### src/verilog/gpio_upper_pkg.sv
// Purpose: constants and carriers for the upper pin configuration block
// Assumes: byte-wide register port, one clock at 50 MHz
// Notes: offsets are word indices as printed
package gpio_upper_pkg;
  localparam int unsigned ADDR_W = 8;
  localparam int unsigned NPINS = 6;
  // Register offsets
  localparam logic [7:0] OFF_CFG_10_11 = 8'h1A;
  localparam logic [7:0] OFF_CFG_12_13 = 8'h1B;
  localparam logic [7:0] OFF_CFG_14_15 = 8'h1C;
  localparam logic [7:0] OFF_MODE = 8'h1E;
  localparam logic [7:0] OFF_WAKE_STAT = 8'h40;
  localparam logic [7:0] OFF_WAKE_MASK = 8'h41;
  localparam logic [7:0] OFF_PIN_STAT = 8'h42;
  // Field positions inside a pair register (odd pin high nibble)
  localparam int unsigned HI_WAKE = 7;
  localparam int unsigned HI_POL = 6;
  localparam int unsigned HI_FN = 4;
  localparam int unsigned LO_WAKE = 3;
  localparam int unsigned LO_POL = 2;
  localparam int unsigned LO_FN = 0;
  // Mode register bits for pins 10..15 start at bit 2
  localparam int unsigned MODE_BASE = 2;
  // Reset values
  localparam logic [7:0] CFG_RST = 8'h00;
  localparam logic [7:0] ZERO8 = 8'h00;
  // Function codes
  localparam logic [1:0] FN_00 = 2'h0;
  localparam logic [1:0] FN_01 = 2'h1;
  localparam logic [1:0] FN_10 = 2'h2;
  localparam logic [1:0] FN_11 = 2'h3;
  // Debounce time and blink half period
  localparam int unsigned CLK_HZ = 50000000;
  localparam int unsigned DEB_US = 10;
  localparam int unsigned DEB_CYC = DEB_US * (CLK_HZ / 1000000);
  localparam int unsigned BLINK_MS = 250;
  localparam int unsigned BLINK_CYC = BLINK_MS * (CLK_HZ / 1000);

  typedef struct packed {
    logic wake_mask;
    logic polarity;
    logic [1:0] func;
  } pin_cfg_t;

  typedef struct packed {
    logic [ADDR_W-1:0] addr;
    logic [7:0] wdata;
    logic wr;
    logic rd;
  } reg_req_t;
endpackage : gpio_upper_pkg

### src/verilog/pin_input_filter.sv
// Purpose: polarity, optional debounce and wake edge for one pin
// Assumes: pin input synchronous to the clock
// Notes: one instance per pin
`timescale 1ns/1ns
`default_nettype none
module pin_input_filter import gpio_upper_pkg::*; #(
  parameter int unsigned DEB_CYCLES = DEB_CYC
) (
  input wire logic clock_i, // System clock
  input wire logic srst_i, // Sync reset
  input wire logic pin_i, // Raw pin level
  input wire logic polarity_i, // 1 active high
  input wire logic debounce_i, // Debounce enable
  input wire logic wake_mask_i, // 1 suppresses wake
  output logic active_o, // Filtered active level
  output logic wake_o // One-cycle wake pulse
);
  localparam int unsigned CW = $clog2(DEB_CYCLES + 1);
  initial begin
    if (DEB_CYCLES < 1) $error("debounce count must be at least one");
  end
  logic sync1_q, sync2_q, stable_q, prev_q, wake_q;
  logic [CW-1:0] cnt_q;
  // Active level after polarity
  wire logic act_w = polarity_i ? sync2_q : ~sync2_q;
  wire logic done_w = (cnt_q == CW'(DEB_CYCLES - 1));
  // Held value follows input at once, or after a quiet time when debouncing
  always_ff @(posedge clock_i) begin
    sync1_q <= srst_i ? ~polarity_i : pin_i; // Passive level, so no false wake after reset
    sync2_q <= srst_i ? ~polarity_i : sync1_q;
    if (srst_i) begin
      stable_q <= 1'b0;
      cnt_q <= '0;
    end else if (!debounce_i || act_w == stable_q) begin
      stable_q <= act_w;
      cnt_q <= '0;
    end else if (done_w) begin
      stable_q <= act_w;
      cnt_q <= '0;
    end else begin
      cnt_q <= cnt_q + 1'b1;
    end
  end
  // Passive to active edge against previous sample
  always_ff @(posedge clock_i) begin
    prev_q <= srst_i ? 1'b0 : stable_q;
    wake_q <= srst_i ? 1'b0 : (stable_q & ~prev_q & ~wake_mask_i);
  end
  assign active_o = stable_q;
  assign wake_o = wake_q;
endmodule : pin_input_filter
`default_nettype wire

### src/verilog/gpio_upper_pins.sv
// Purpose: configuration and function selection for pins 10 to 15
// Assumes: register port with read data one cycle after the strobe
// Notes: pins are three signals each; enable high while driving
//
// The strobed register port was decided locally.
`timescale 1ns/1ns
`default_nettype none
module gpio_upper_pins import gpio_upper_pkg::*; #(
  parameter int unsigned DEB_CYCLES = DEB_CYC,
  parameter int unsigned BLINK_CYCLES = BLINK_CYC
) (
  input wire logic clock_i, // 50 MHz clock
  input wire logic srst_i, // Sync reset, active high
  input wire logic [ADDR_W-1:0] addr_i, // Register address
  input wire logic [7:0] wdata_i, // Write data
  input wire logic wr_i, // Write strobe
  input wire logic rd_i, // Read strobe
  output logic [7:0] rdata_o, // Read data, cycle after strobe
  input wire logic [NPINS-1:0] pin_i, // Pin levels, bit 0 is pin 10
  output logic [NPINS-1:0] pin_o, // Pin drive levels
  output logic [NPINS-1:0] pin_oe_o, // Pin drive enables
  output logic [NPINS-1:0] pin_supply2_o, // Output from second IO supply
  input wire logic seq_out_i, // Sequencer level for pin 11
  input wire logic feedback_i, // General feedback one state
  input wire logic supply_fault_i, // Supply fault state, active high
  input wire logic vsys_mon_i, // System voltage monitor state
  input wire logic tw_sda_o_i, // Two-wire data drive (low when 0)
  input wire logic tw_scl_o_i, // Two-wire clock drive (low when 0)
  output logic tw_sel_o, // Two-wire interface selected
  output logic tw_sda_i_o, // Two-wire data level seen
  output logic tw_scl_i_o, // Two-wire clock level seen
  output logic secondary_power_enable_o, // Secondary power enable request
  output logic reg_hw_ctrl_o, // Pin 13 regulator control input
  output logic [NPINS-1:0] wake_o, // Wake pulses per pin
  output logic irq_o // Level interrupt
);
  initial begin
    if (BLINK_CYCLES < 2) $error("blink count too small");
  end
  localparam int unsigned BW = $clog2(BLINK_CYCLES);

  logic [7:0] cfg_q [3];
  logic [NPINS-1:0] mode_q, wstat_q, wmask_q;
  logic [7:0] rdata_q;
  logic [BW-1:0] bcnt_q;
  logic blink_q;
  logic [NPINS-1:0] pin_q, oe_q, sup_q, wake_q;
  logic tw_sel_q, sda_q, scl_q, pwr1_q, hwc_q, irq_q;
  pin_cfg_t cfg [NPINS];
  logic [NPINS-1:0] act, wk;
  reg_req_t req;

  assign req = '{addr: addr_i, wdata: wdata_i, wr: wr_i, rd: rd_i};

  // Per pin config fields out of the pair registers
  genvar g;
  generate
    for (g = 0; g < 3; g++) begin : g_split
      assign cfg[2*g] = '{wake_mask: cfg_q[g][LO_WAKE], polarity: cfg_q[g][LO_POL],
                          func: cfg_q[g][LO_FN +: 2]};
      assign cfg[2*g+1] = '{wake_mask: cfg_q[g][HI_WAKE], polarity: cfg_q[g][HI_POL],
                            func: cfg_q[g][HI_FN +: 2]};
    end
    for (g = 0; g < NPINS; g++) begin : g_in
      pin_input_filter #(.DEB_CYCLES(DEB_CYCLES)) u_filt (
        .clock_i(clock_i),
        .srst_i(srst_i),
        .pin_i(pin_i[g]),
        .polarity_i(cfg[g].polarity),
        .debounce_i(mode_q[g]),
        .wake_mask_i(cfg[g].wake_mask),
        .active_o(act[g]),
        .wake_o(wk[g])
      );
    end
  endgenerate

  // Register decode
  wire logic sel_cfg10 = (req.addr == OFF_CFG_10_11);
  wire logic sel_cfg12 = (req.addr == OFF_CFG_12_13);
  wire logic sel_cfg14 = (req.addr == OFF_CFG_14_15);
  wire logic sel_mode = (req.addr == OFF_MODE);
  wire logic sel_wst = (req.addr == OFF_WAKE_STAT);
  wire logic sel_wmk = (req.addr == OFF_WAKE_MASK);
  wire logic sel_pst = (req.addr == OFF_PIN_STAT);
  wire logic [NPINS-1:0] wdat6 = req.wdata[NPINS-1:0];
  // Status bits: pin 10 always reports its filtered input, pin 13 by code
  wire logic st10 = act[0];
  wire logic st13 = (cfg[3].func == FN_01) ? act[3] : feedback_i;
  wire logic [NPINS-1:0] pst_w = {act[5], act[4], st13, act[2], act[1], st10};
  wire logic [7:0] rd_w =
    sel_cfg10 ? cfg_q[0] :
    sel_cfg12 ? cfg_q[1] :
    sel_cfg14 ? cfg_q[2] :
    sel_mode ? {mode_q, 2'h0} :
    sel_wst ? {2'h0, wstat_q} :
    sel_wmk ? {2'h0, wmask_q} :
    sel_pst ? {2'h0, pst_w} : ZERO8;

  // Register writes and read data; unmapped reads return zero
  always_ff @(posedge clock_i) begin
    if (srst_i) begin
      cfg_q[0] <= CFG_RST;
      cfg_q[1] <= CFG_RST;
      cfg_q[2] <= CFG_RST;
      mode_q <= '0;
      wmask_q <= '0;
      rdata_q <= ZERO8;
    end else begin
      if (req.wr && sel_cfg10) cfg_q[0] <= req.wdata;
      if (req.wr && sel_cfg12) cfg_q[1] <= req.wdata;
      if (req.wr && sel_cfg14) cfg_q[2] <= req.wdata;
      if (req.wr && sel_mode) mode_q <= req.wdata[MODE_BASE +: NPINS];
      if (req.wr && sel_wmk) wmask_q <= wdat6;
      rdata_q <= req.rd ? rd_w : ZERO8;
    end
  end

  // Wake status is sticky, write one clears, a new event wins
  always_ff @(posedge clock_i) begin
    if (srst_i) wstat_q <= '0;
    else wstat_q <= (wstat_q & ~((req.wr && sel_wst) ? wdat6 : '0)) | wk;
  end

  // Free running blink square wave
  always_ff @(posedge clock_i) begin
    if (srst_i) begin
      bcnt_q <= '0;
      blink_q <= 1'b0;
    end else if (bcnt_q == BW'(BLINK_CYCLES - 1)) begin
      bcnt_q <= '0;
      blink_q <= ~blink_q;
    end else begin
      bcnt_q <= bcnt_q + 1'b1;
    end
  end

  // Output function selection per pin; level and enable
  logic [NPINS-1:0] lvl_d, oe_d;
  wire logic blk10 = blink_q ^ mode_q[1];
  wire logic blk14 = blink_q ^ mode_q[4];
  wire logic blk15 = blink_q ^ mode_q[5];
  wire logic fb_lvl = feedback_i ~^ mode_q[3]; // Mode bit sets feedback polarity
  wire logic tw_on = (cfg[4].func == FN_10);
  always_comb begin
    lvl_d = '0;
    oe_d = '0;
    // Pin 10
    unique case (cfg[0].func)
      FN_00, FN_01: oe_d[0] = 1'b0;
      FN_10: begin lvl_d[0] = 1'b0; oe_d[0] = ~mode_q[0]; end
      FN_11: begin lvl_d[0] = mode_q[0]; oe_d[0] = 1'b1; end
    endcase
    // Pin 11, open drain blinking pulls low in the active phase
    unique case (cfg[1].func)
      FN_00: begin lvl_d[1] = 1'b0; oe_d[1] = ~blk10; end
      FN_01: oe_d[1] = 1'b0;
      FN_10: begin lvl_d[1] = seq_out_i ~^ mode_q[1]; oe_d[1] = 1'b1; end
      FN_11: begin lvl_d[1] = mode_q[1]; oe_d[1] = 1'b1; end
    endcase
    // Pin 12
    unique case (cfg[2].func)
      FN_00: begin lvl_d[2] = supply_fault_i ~^ mode_q[2]; oe_d[2] = 1'b1; end // Mode 0 low on fault
      FN_01: oe_d[2] = 1'b0;
      FN_10: begin lvl_d[2] = vsys_mon_i ~^ mode_q[2]; oe_d[2] = 1'b1; end
      FN_11: begin lvl_d[2] = mode_q[2]; oe_d[2] = 1'b1; end
    endcase
    // Pin 13
    unique case (cfg[3].func)
      FN_00: begin lvl_d[3] = fb_lvl; oe_d[3] = 1'b1; end
      FN_01: oe_d[3] = 1'b0;
      FN_10: begin lvl_d[3] = 1'b0; oe_d[3] = ~fb_lvl; end
      FN_11: begin lvl_d[3] = mode_q[3]; oe_d[3] = 1'b1; end
    endcase
    // Pin 14, data line is open drain
    unique case (cfg[4].func)
      FN_00: begin lvl_d[4] = 1'b0; oe_d[4] = ~blk14; end
      FN_01: oe_d[4] = 1'b0;
      FN_10: begin lvl_d[4] = 1'b0; oe_d[4] = ~tw_sda_o_i; end
      FN_11: begin lvl_d[4] = mode_q[4]; oe_d[4] = 1'b1; end
    endcase
    // Pin 15, clock role follows pin 14's selection
    if (tw_on) begin
      lvl_d[5] = 1'b0;
      oe_d[5] = ~tw_scl_o_i;
    end else begin
      unique case (cfg[5].func)
        FN_00: begin lvl_d[5] = 1'b0; oe_d[5] = ~blk15; end
        FN_01, FN_10: oe_d[5] = 1'b0;
        FN_11: begin lvl_d[5] = 1'b0; oe_d[5] = ~mode_q[5]; end
      endcase
    end
  end

  // Registered pin and side outputs
  always_ff @(posedge clock_i) begin
    if (srst_i) begin
      pin_q <= '0;
      oe_q <= '0;
      sup_q <= '0;
      wake_q <= '0;
      tw_sel_q <= 1'b0;
      sda_q <= 1'b1;
      scl_q <= 1'b1;
      pwr1_q <= 1'b0;
      hwc_q <= 1'b0;
      irq_q <= 1'b0;
    end else begin
      pin_q <= lvl_d;
      oe_q <= oe_d;
      for (int i = 0; i < NPINS; i++) sup_q[i] <= cfg[i].polarity;
      wake_q <= wk;
      tw_sel_q <= tw_on;
      sda_q <= pin_i[4];
      scl_q <= pin_i[5];
      pwr1_q <= (cfg[0].func == FN_00) & act[0];
      hwc_q <= (cfg[3].func == FN_01) & act[3];
      irq_q <= |(wstat_q & ~wmask_q);
    end
  end

  assign rdata_o = rdata_q;
  assign pin_o = pin_q;
  assign pin_oe_o = oe_q;
  assign pin_supply2_o = sup_q;
  assign wake_o = wake_q;
  assign tw_sel_o = tw_sel_q;
  assign tw_sda_i_o = sda_q;
  assign tw_scl_i_o = scl_q;
  assign secondary_power_enable_o = pwr1_q;
  assign reg_hw_ctrl_o = hwc_q;
  assign irq_o = irq_q;
endmodule : gpio_upper_pins
`default_nettype wire

### config.mk
export PLATFORM = sky130hd
export DESIGN_NAME = gpio_upper_pins
export DESIGN_NICKNAME = d
export VERILOG_FILES = /design/src/verilog/gpio_upper_pkg.sv /design/src/verilog/pin_input_filter.sv /design/src/verilog/gpio_upper_pins.sv
export SDC_FILE = /design/constraint.sdc
export NUM_CORES = 1
export LEC_CHECK = 0
export BUFFER_PORTS_ARGS = -buffer_cell sky130_fd_sc_hd__buf_4
export CAP_MARGIN = 20
export CORE_ASPECT_RATIO = 1.75
export CORE_UTILIZATION = 30
export CTS_CLUSTER_SIZE = 10
export DETAILED_ROUTE_END_ITERATION = 12
export GPL_ROUTABILITY_DRIVEN = 0
export HOLD_SLACK_MARGIN = 0.08
export SYNTH_ARGS = -nofsm -noshare
export SYNTH_HDL_FRONTEND = slang
export SYNTH_SLANG_ARGS = --single-unit
export TNS_END_PERCENT = 1
### constraint.sdc
create_clock -name clock_i -period 2.3 [get_ports clock_i]
set_input_delay 0 -clock clock_i [delete_from_list [all_inputs] [get_ports clock_i]]
set_output_delay 0 -clock clock_i [all_outputs]
set_load 0.005 [all_outputs]
## Yosys cells after proc, flatten, opt, wreduce, memory -nomap -nowiden

Memory sizes are Yosys's and may differ from the RTL's.
Cells that the tools add are included.

- Output and inout port bits: 38
- Bits of input ports: 32
- Bits in writable memories: 24
- Word-level logic and storage cells: 275
- Memories: 1
- Flip-flop bits (word level): 165

Memories:

| name | words | bits a word | rd ports | clocked after memory_dff | write ports | line | text |
|---|---|---|---|---|---|---|---|
| cfg_q | 3 | 8 | 3 | 0 | 3 | gpio_upper_pins.sv:42 | `logic [7:0] cfg_q [3];` |

- Reduce and logical (&&, ||, !) cells: 46
- Bitwise logic cells: 65
- Equality and inequality tests: 38
- Muxes and demuxes: 63
- Add/subtract/negate cells: 7

Operators by type and width:

| kind | count |
|---|---|
| $mux W8 | 7 |
| $add A9 B1 Y9 const B | 6 |
| $eq A9 B9 Y1 const B | 6 |
| $mux W1 | 43 |
| $not A1 Y1 | 36 |
| $eq A8 B5 Y1 const B | 4 |
| $add A24 B1 Y24 const B | 1 |
| $eq A2 B2 Y1 const B | 12 |
| $eq A24 B24 Y1 const B | 1 |
| $eq A8 B7 Y1 const B | 3 |
| $mux W6 | 4 |
| $reduce_or A3 Y1 | 7 |
| $reduce_or A2 Y1 | 8 |
| $pmux W1 S3 | 5 |
| $and A1 B1 Y1 | 14 |
| $and A6 B6 Y6 | 2 |
| $eq A2 B1 Y1 const B | 6 |
| $logic_not A2 Y1 | 6 |
| $not A6 Y6 | 2 |
| $reduce_bool A2 Y1 | 6 |
| $eq A1 B1 Y1 | 6 |
| $logic_and A1 B1 Y1 | 6 |
| $logic_not A1 Y1 | 6 |
| $logic_or A1 B1 Y1 | 6 |
| other kinds (7) | 16 |

## Depth between registers and ports, before layout

Gate-level depths: netlist of run 1.
An unclocked memory read counts as a cell.

- Word-level depth: 10
- Mapped depth: 8
- Gate-level depth less buffers: 7

## Hierarchy

Synthesis of run 1 repeated with hierarchy kept, for this count alone.

- Cell total of the unflattened synthesis: 815
- Area, all modules: 8152.8 um^2

By module, submodules not included:

| module | cells an instance | sequential area each (um^2) | instances | area each (um^2) |
|---|---|---|---|---|
| gpio_upper_pins | 437 | 2322.2 | 1 | 4413.0 |
| pin_input_filter (g_in[0].u_filt ...) | 63 | 280.3 | 5 | 624.3 |
| pin_input_filter (g_in[5].u_filt) | 63 | 280.3 | 1 | 618.1 |

## Least setup slack after synthesis of run 1

OpenSTA, ideal clock, no wires.

- Kind: reg-to-reg
- From: register bcnt_q[0]
- To: register bcnt_q[12]
- Slack: 0.502 ns
- Cell stages (with the launch flop): 9
- Arrival: 1.683 ns
- Library setup time: 0.115 ns
- Required time: 2.185 ns
- Period minus slack after synthesis: 1.798 ns
- Buffers on the path: 2
- Cell sequence: dfxtp_1 -> ha_1 -> nor4b_1 -> nand2_1 -> nor4_2 -> or2_2 -> buf_2 -> buf_6 -> nor2_1

- Word-level cells in the longest chain between the ends: 2
- Elaborated cells between the ends (all ways): 3
- Those cells by class: add/sub (1); eq/ne (1); reduce/logical (1)

Ends and longest elaborated chain:

| what | line | text |
|---|---|---|
| start: declaration | gpio_upper_pins.sv:45 | `logic [BW-1:0] bcnt_q;` |
| start signal: assignment | gpio_upper_pins.sv:134 | `bcnt_q <= bcnt_q + 1'b1;` |
| parallel branches: the longest is 2 deep, another holds $add A24 B1 Y24 | n/a |  |

Several ways; the timed one is not identified.
A chain may end at the register's enable or synchronous reset.

## Worst setup path after layout of run 1

- From: input addr_i[4]
- To: register wmask_q[1]

- Word-level cells in the longest chain between the ends: 2

Ends and longest elaborated chain:

| what | line | text |
|---|---|---|
| start: declaration | gpio_upper_pins.sv:14 | `input wire logic [ADDR_W-1:0] addr_i,` |
| $eq A8 B7 Y1 | gpio_upper_pins.sv:84 | `wire logic sel_wmk = (req.addr == OFF_WAKE_MASK);` |
| $logic_and A1 B1 Y1 | gpio_upper_pins.sv:114 | `if (req.wr && sel_wmk) wmask_q <= wdat6;` |
| end signal: assignment | gpio_upper_pins.sv:114 |  |
| end: declaration | gpio_upper_pins.sv:43 | `logic [NPINS-1:0] mode_q, wstat_q, wmask_q;` |

Every way passes these cells.

==> results of run 1 <==
==> cells by family (layout without fill, tap and decap cells) <==
group,after synthesis,in the layout,share of synthesized area
and+or+nand+nor,320,320,0.2201
DFF,188,188,0.5272
buffers and inverters,65,174,0.03558
other,1,1,0.0004938
xor gates and xnor gates,80,80,0.09226
AOI/OAI and AO/OA,78,78,0.06508
muxes,31,31,0.04119
adders and majority gates,11,11,0.01812
==> synth_stat cells, types with 11 or more instances <==
library cell / instances
dfxtp_1: 164
a21oi_1: 18
nor2b_1: 24
clkbuf_1: 21
ha_1: 11
inv_1: 34
nor2_1: 130
mux2i_1: 29
xnor2_1: 41
nand4_1: 11
xor2_1: 39
nand2_1: 45
nand3_1: 31
nand2b_1: 11
edfxtp_1: 24
o21ai_0: 24
==> how the worst max path moves through the flow <==
stage / end / slack, ns / cells past startpoint
4_1_cts: wstat_q[1] / 0.09 / 8
6_report: wmask_q[1] / 0.1 / 8
5_1_grt: wstat_q[3] / -0.03 / 8
3_5_place_dp: bcnt_q[14] / 0.45 / 7
3_3_place_gp: bcnt_q[14] / 0.45 / 7
2_1_floorplan: bcnt_q[12] / 0.50 / 8
==> per-layer routing <==
metal,up-vias,track usage
met4,0,0.08621
met5,-,0
li1,2799,-
met1,2612,0.1491
met3,41,0.03326
met2,91,0.2621
==> layout by cell type (no fill, tap or decap), types with 5 or more instances in the layout <==
master / count
dfxtp_1: 164
nor2_1: 130
buf_4: 73
nand2_1: 45
xnor2_1: 41
xor2_1: 39
inv_1: 34
dlygate4sd3_1: 34
nand3_1: 31
mux2i_1: 29
o21ai_0: 24
edfxtp_1: 24
nor2b_1: 23
a21oi_1: 18
clkbuf_16: 17
nand2b_1: 11
nand4_1: 11
ha_1: 11
and2_1: 9
nor3b_1: 9
nor3_1: 8
or3_1: 7
a211oi_1: 7
and4_1: 5
==> sequential cells by signal, indices dropped and copies added, names as in the netlist, 5 cells and up <==
register / count
g_in.u_filt.cnt_q: 54
bcnt_q: 24
cfg_q: 24
rdata_o: 8
g_in.u_filt.active_o: 6
g_in.u_filt.prev_q: 6
g_in.u_filt.sync1_q: 6
g_in.u_filt.sync2_q: 6
g_in.u_filt.wake_o: 6
mode_q: 6
pin_oe_o: 6
pin_supply2_o: 6
wake_o: 6
wmask_q: 6
wstat_q: 6
pin_o: 5
==> report_power, final <==
group / switching [mW] / internal, mW / total [mW] / leakage (nW)
combinational: 0.202 / 0.206 / 0.409 / 1.75
sequential: 0.0742 / 3.41 / 3.49 / 1.56
clock: 1.29 / 1.50 / 2.79 / 0.274
total: 1.57 / 5.12 / 6.69 / 3.59
==> layout make-up <==
cell class / count / area (um2) / area share
clock inverter: 13 / 118.9 / 0.01277
multi-input combinational: 521 / 3323 / 0.3571
clock buffer: 19 / 432.9 / 0.04652
sequential: 188 / 4004 / 0.4303
timing repair buffer: 108 / 908.4 / 0.09762
tap: 312 / 390.4 / 0.04195
inverter: 34 / 127.6 / 0.01372
==> worst max-delay path: stages <==
cell,delay [ns]
dlygate4sd3_1,0.55
buf_4,0.14
or4b_4,0.53
nor3_4,0.27
nand4b_4,0.23
mux2i_1,0.20
dlygate4sd3_1,0.56
nor2_1,0.04
==> timing repair <==
action,CTS,global route
gates resized for setup,0,1
setup endpoints to repair,0,8
endpoints found under the hold margin,76,0
hold buffers,34,0
==> flow_summary.toml, run 1 <==
[clock_tree]
cts_setup_buffers = 0
cts_tree = "yes"
cts_htree_levels = 4
cts_sinks = 188
cts.path.max_buffers = 2
path_clk_slew_ns = 0.07
clk_latency_ns = 0.45
cts_buffers = 17
cts-root-buf = "clkbuf_16"

[synthesis]
ys_async_sr_fraction = 0
syn_avg_cell_area_um2 = 9.812
ys_types = 62
synth_warnings = 0
syn_inst = 774
synth_area_leader_cell = "dfxtp_1"
syn_area_um2 = 7595
yosys-top-cells-area = "dfxtp_1 43%, edfxtp_1 9.5%, nor2_1 6.4%"
synth-edff-count = 24
synth_top_area_frac = 0.4323
synth_flop_cell = "dfxtp_1"
mappedNetlistNets = 817
ys_seq_elements = 188
yosysSeqAreaShare = 0.5272

[floorplanning]
coreArea_um2 = 24720
num_io_pins = 70
initial_core_util = 0.3072
die_x_um = 122.3
std_cell_rows = 76
die_h_um = 212.5
fp.dieArea_um2 = 25980

[timing]
whs_ns = 0.1243
fin_crit_sh = 0.9574
hold_violations = 0
rsz0062_at_grt = "yes"
worst_pin_slew_ns = 0.6268
max_freq_ghz = 0.4541
relSlewSlack = 0.5821
setup_violations = 0
timing.final.ws_setup_ns = 0.09787
min_period_ns = 2.202
drv_slew = 0
skew_ns = 0.009354
finalSetupTns_ns = 0

[worst_setup_path]
cp-start-kind = "primary input"
r2r_cells = 7
reg2reg_setup_slack_ns = 0.44
critPathMaxFanout = 6
crit_path_end_kind = "flop"
crit_type = "in2reg"
r2r_start = "bcnt_q[0]"
cp.required_ns = 2.62
startpoint = "addr_i[4]"
cp.arrival_ns = 2.52
reg2reg_to = "bcnt_q[17]"

[finish]
n_fill_cell = 2519
antenna_cells = 0
design_area_um2 = 9305
drive_above_1_share = 0.1427
nets = 913
final_util = 0.3764
final_cells = 1195
syn_to_final_growth_pct = 22.52

[drt]
drt_iter0_drc = 188
top_layer = "met4"
met1_length_um = 6841
ant_nets = 0
wl_um = 17670
dr.pass1.iters = 4
met2WireLength_um = 9534
wl_met3_um = 559
routedWlPerCell_um = 14.79
vias = 5543
drc = 0
via_per_inst = 4.638

[run_status]
status = "finished clean"

[global_routing]
grt_overflow = 0
grt_max_degree = 63
grt_first_pass_wirelength_um = 28160
first_global_vias = 5494
grt_use_total = 0.1450
antenna_found_initial = 0

[hold_path]
hold_depth = 3
holdPathEnd = "rdata_o[7]"
hold_path.class = "in2reg"
min_from = "addr_i[7]"

[place]
dp_cells = 1129
hpwl_um = 12650
io_buffer_count = 68
dp_slack_ns = 0.4478
placement.cell_area_um2 = 8411

[power_and_ir_drop]
ir_worst_vdd_mv = 0.5030
cellPowerDensity_nw_per_um2 = 718.7
p_leak_nw = 3.590
p_total_mw = 6.688

[flow_run]
maxCapViolCount = 0
No activity file was read; power rests on OpenSTA's default activity.
==> run 2, diff against run 1 <==
--- a/config.mk
+++ b/config.mk
@@ -14,6 +14,8 @@
 export GPL_ROUTABILITY_DRIVEN = 0
 export HOLD_SLACK_MARGIN = 0.08
+export RECOVER_POWER = 25
 export SYNTH_ARGS = -nofsm -noshare
 export SYNTH_HDL_FRONTEND = slang
+export SYNTH_HIERARCHICAL = 1
 export SYNTH_SLANG_ARGS = --single-unit
 export TNS_END_PERCENT = 1
==> constraint.sdc (replaced) <==
create_clock -name clock_i -period 2.3 [get_ports clock_i]
set_input_delay 0.115 -clock clock_i [delete_from_list [all_inputs] [get_ports clock_i]]
set_output_delay 0.115 -clock clock_i [all_outputs]
set_load 0.005 [all_outputs]
==> run 2 against run 1 <==
Against the previous run: clock power rose by 6%; routed wire length increased by 6.5%; cell area is 6.1% higher; critical path type is now reg2reg; critical path depth is 1 lower; power increased by 2.6%; critical endpoint is now bcnt_q[7]; register-to-register slack worse by 0.22 ns.
==> flow_summary.toml, run 2 <==
[worst_setup_path]
cp_cell_sequence = "ha_1, and4_4, nand3_2, nor4_2, or2_1, buf_4, nor2_1"
critPathTopFamily = "simple AND/OR/NAND/NOR gates"
slowest_stage = "dfxtp_1"
critPathMaxFanout = 9
path_depth = 7
cp.arrival_ns = 2.41
r2r_start = "bcnt_q[0]"
r2r_cells = 7
crit_path_end_kind = "flop"
cp.required_ns = 2.63
crit_path_max_incr_delay_ns = 0.37
cp-start-kind = "flop"
crit_type = "reg2reg"
cp.buffers_inverters = 1
reg2reg_to = "bcnt_q[7]"
reg2reg_setup_slack_ns = 0.22

[timing]
worst_pin_slew_ns = 1.159
finalSetupTns_ns = 0
drv_slew = 0
relSlewSlack = 0.2270
fin_crit_sh = 0.9033
skew_ns = 0.01003
max_freq_ghz = 0.4813
rsz0062_at_grt = "no"
hold_violations = 0
timing.final.ws_setup_ns = 0.2224
setup_violations = 0
min_period_ns = 2.078
whs_ns = 0.1437

[clock_tree]
ctsHoldBuffers = 22
cts_setup_buffers = 0
cts_buffers = 17
cts_htree_levels = 4
cts_tree = "yes"
cts.path.max_buffers = 2
clk_latency_ns = 0.44
cts_sinks = 188
path_clk_slew_ns = 0.07
ctsResizeCount = 0
cts-root-buf = "clkbuf_16"

[hold_path]
hold_path.class = "in2reg"
min_from = "addr_i[6]"
holdPathEnd = "rdata_o[3]"
hold_depth = 5

[drt]
ant_nets = 0
wl_um = 18810
drt_iter0_drc = 360
dr.pass1.iters = 4
drc = 0
via_per_inst = 4.848
vias = 6074
routedWlPerCell_um = 15.01

[finish]
syn_to_final_growth_pct = 21.06
final_cells = 1253
nets = 960
n_fill_cell = 2692
antenna_cells = 0
largest_register_ffs = 54
drive_above_1_share = 0.1690
final_common_cell = "dfxtp_1"
regMostFlops = "g_in.u_filt/cnt_q"
top_regs = "g_in.u_filt/cnt_q: 54 flops, bcnt_q: 24 flops, cfg_q: 24 flops"
layout_common_cells = "164 x dfxtp_1, 96 x nor2_1, 53 x inv_1, 42 x buf_4, 39 x nand2_1"

[global_routing]
grt_max_degree = 41
first_global_vias = 6108
grt_overflow = 0
grt_first_pass_wirelength_um = 30520
antenna_found_initial = 3
grt_use_total = 0.1442

[synthesis]
synth_area_leader_cell = "dfxtp_1"
synth_warnings = 6
syn_inst = 815
mappedNetlistNets = 858
yosysSeqAreaShare = 0.4911
yosys-top-cells-area = "dfxtp_1 40%, edfxtp_1 8.8%, nor2_1 4.4%"
ys_async_sr_fraction = 0
synth-edff-count = 24
ys_seq_elements = 188
post-synth-top-count-cell = "dfxtp_1"
synth_flop_cell = "dfxtp_1"
syn_avg_cell_area_um2 = 10.00
ys_types = 62
synth_top_area_frac = 0.4027
syn_area_um2 = 8153
synthTopCellsByCount = "164 x dfxtp_1, 96 x nor2_1, 53 x inv_1"

[power_and_ir_drop]
p_leak_nw = 3.689
cellPowerDensity_nw_per_um2 = 695.2
ir_worst_vdd_mv = 0.4918
p_total_mw = 6.861

[floorplanning]
num_io_pins = 70
die_x_um = 126.6
initial_core_util = 0.3055
die_h_um = 220.1
fp.dieArea_um2 = 27870
coreArea_um2 = 26690
std_cell_rows = 79

[place]
dp_slack_ns = 0.2248
io_buffer_count = 68
dp_cells = 1200
hpwl_um = 14060

[run_status]
status = "finished clean"

[flow_run]
maxCapViolCount = 0
==> run 2: cell count changes in the layout (fill, tap and decap cells not counted), sizes merged, moves of 12 or more <==
cell,before,now
inv,38,56
xnor2,41,27
buf,74,42
mux2i,29,17
a211oi,8,21
o21ai,24,40
nor2,131,96
clkbuf,19,65
xor2,39,24
dlygate4sd3,34,22
==> run 2: worst max path at each step <==
stage,from,end,slack (ns)
finish,bcnt_q[0],bcnt_q[7],0.22
global route,bcnt_q[0],bcnt_q[10],0.08
CTS,bcnt_q[0],bcnt_q[7],0.21
detailed placement,bcnt_q[0],bcnt_q[17],0.22
global placement,bcnt_q[0],bcnt_q[16],0.26
floorplan,addr_i[5],cfg_q[0][0],0.37
==> run 2: cells by family (layout without fill, tap and decap cells) <==
group,count (synthesis),in the layout,synth area share
xor gates and xnor gates,57,57,0.07136
adders and majority gates,11,11,0.01688
other,1,1,0.0004600
buffers and inverters,75,189,0.03898
AOI/OAI and AO/OA,131,131,0.1099
muxes,23,23,0.02916
DFF,188,188,0.4911
and+or+nand+nor,329,329,0.2422
==> run 2: worst reg2reg max path, cell delays in order (launching register included) <==
cell and delay, ns:
dfxtp_1 0.37, ha_1 0.23, and4_4 0.27, nand3_2 0.13, nor4_2 0.36, or2_1 0.33
buf_4 0.22, nor2_1 0.06
==> run 2: routing by layer <==
layer / part of all wire / GRT usage / vias up
met2: 0.54 / 0.2777 / 116
met4: 0.038 / 0.07751 / 6
met1: 0.39 / 0.1399 / 2860
li1: - / - / 3056
met5: 0.0022 / 0 / -
met3: 0.033 / 0.03423 / 36
==> run 2: layout make-up <==
cell class	count	area, um2	area share
Sequential cell	188	4004	0.4057
Multi-Input combinational cell	552	3831	0.3882
Timing Repair Buffer	104	822.0	0.08329
Clock buffer	25	559.3	0.05667
Tap cell	324	405.4	0.04108
Inverter	54	202.7	0.02054
Clock inverter	6	45.04	0.004564
==> run 2: power by group <==
part | internal, mW | switching, mW
Clock | 1.70 | 1.26
Sequential | 3.41 | 0.0685
Combinational | 0.223 | 0.201
==> run 2: metrics by stage <==
| step | cell area, um2 | utilization |
|---|---|---|
| finish | 9869 | 0.3698 |
| global route | 9869 | 0.3698 |
| CTS | 9883 | 0.3703 |
| detailed placement | 9059 | 0.3394 |
| global placement | 9059 | 0.3394 |
| floorplan | 8153 | - |
==> run 3, diff against run 2 <==
- clock period: 2.3 -> 1.95 ns (I/O delays scaled with it)
==> run 3 against run 2 <==
Against the previous run: clock skew down 0.0019 ns; clock power increased by 9.8%; non-clock buffer count did not move; largest cell class unchanged; maximum frequency up 17%; critical path type unchanged; register-to-register slack worse by 0.04 ns.
==> flow_summary.toml, run 3 (synthesized netlist as in run 2, its figures left out) <==
[floorplanning]
die_h_um = 220.1
die_x_um = 126.6
fp.dieArea_um2 = 27870
initial_core_util = 0.3055
coreArea_um2 = 26690
num_io_pins = 70
std_cell_rows = 79

[clock_tree]
cts_tree = "yes"
cts_setup_buffers = 0
clk_latency_ns = 0.44
cts_htree_levels = 4
path_clk_slew_ns = 0.07
cts-root-buf = "clkbuf_16"
cts.path.max_buffers = 2
cts_buffers = 17
cts_sinks = 188

[drt]
via_per_inst = 4.835
ant_nets = 0
vias = 6063
routedWlPerCell_um = 14.53
dr.pass1.iters = 6
drc = 0
wl_um = 18220
drt_iter0_drc = 359

[power_and_ir_drop]
seqPwrFrac = 0.523
p_switching_mw = 1.757
p_int_mw = 6.097
p_leak_nw = 3.669
p_sw_frac = 0.2237
cellPowerDensity_nw_per_um2 = 798.0
comb_power_share = 0.064
p_total_mw = 7.854
ir_worst_vdd_mv = 0.6307
p_clk_frac = 0.413

[finish]
regMostFlops = "g_in.u_filt/cnt_q"
largest_register_ffs = 54
syn_to_final_growth_pct = 20.72
design_area_um2 = 9842
nets = 960
top_regs = "g_in.u_filt/cnt_q: 54 flops, bcnt_q: 24 flops, cfg_q: 24 flops"
final_cells = 1254
final_common_cell = "dfxtp_1"
final_util = 0.3688
drive_above_1_share = 0.1690
layout_common_cells = "164 x dfxtp_1, 96 x nor2_1, 53 x inv_1, 51 x buf_4, 39 x nand2_1"
n_fill_cell = 2682

[worst_setup_path]
critPathMaxFanout = 24
r2r_start = "bcnt_q[0]"
cp.arrival_ns = 2.10
crit_path_end_kind = "flop"
cp.required_ns = 2.28
crit_type = "reg2reg"
cp-start-kind = "flop"
startpoint = "bcnt_q[0]"

[place]
dp_slack_ns = 0.06764
hpwl_um = 13740
placement.cell_area_um2 = 9099
io_buffer_count = 68
dp_cells = 1202

[global_routing]
grt_overflow = 0
grt_use_total = 0.1390
grt_max_degree = 55
antenna_found_initial = 3
grt_first_pass_wirelength_um = 29880
first_global_vias = 5987

[timing]
hold_violations = 0
fin_crit_sh = 0.9072
finalSetupTns_ns = 0
skew_ns = 0.008141
worst_pin_slew_ns = 0.9166
min_period_ns = 1.769
rsz0062_at_grt = "no"
setup_violations = 0
relSlewSlack = 0.3889
whs_ns = 0.1474
max_freq_ghz = 0.5653
drv_slew = 0
timing.final.ws_setup_ns = 0.1809

[run_status]
status = "finished clean"

[hold_path]
min_from = "addr_i[6]"
hold_path.class = "in2reg"

[flow_run]
maxCapViolCount = 0
[run 3: cell count changes in the layout (fill, tap and decap cells not counted), sizes merged]
cell	previous run	this run
clkbuf	65	54
diode	0	1
buf	42	53
dlygate4sd3	22	20
clkinvlp	1	2
clkinv	3	4
[run 3: cell type report]
cell class | count | area, um2 | area share
antenna | 1 | 2.502 | 0.0002543
clock buffer | 23 | 499.2 | 0.05072
clock inverter | 8 | 57.56 | 0.005848
inverter | 54 | 202.7 | 0.02059
multi-input combinational | 552 | 3834 | 0.3895
sequential | 188 | 4004 | 0.4068
tap | 324 | 405.4 | 0.04119
timing repair buffer | 104 | 837.1 | 0.08505
[run 3: critical path, cell delays in order (launching register included)]
cell and delay [ns]:
dfxtp_1 0.37, ha_2 0.23, and4_4 0.26, nand3_2 0.13, nor4_2 0.25, or2_1 0.18
buf_12 0.17, nor2_1 0.06
[run 3: routing by layer]
| metal | vias up | track usage | part of all wire |
|---|---|---|---|
| met4 | 4 | 0.07550 | 0.034 |
| met3 | 40 | 0.02816 | 0.028 |
| met1 | 2833 | 0.1439 | 0.40 |
| met5 | - | 0 | 0.0015 |
| li1 | 3072 | - | - |
| met2 | 114 | 0.2602 | 0.53 |
[run 3: worst paths after layout]
kind | endpoint | slack, ns | depth (start not counted)
max reg2reg | bcnt_q[2] | 0.18 | 7
min reg2reg | g_in[2].u_filt/wake_o | 0.39 | 1
max | bcnt_q[2] | 0.18 | 7
min | rdata_o[3] | 0.15 | 5
[run 3: power groups by stage]
stage | clock [mW] | sequential [mW] | combinational, mW
floorplan | 0 | 4.17 | 0.284
global placement | 0 | 4.20 | 0.471
detailed placement | 0 | 4.20 | 0.473
CTS | 3.35 | 4.11 | 0.511
global route | 3.49 | 4.12 | 0.548
finish | 3.24 | 4.11 | 0.499
[run 3: what timing repair did]
item                                    CTS  global route
hold endpoints to repair                 56             0
endpoints found under the setup margin    0            24
resized for setup                         0             1
hold buffers                             20             0
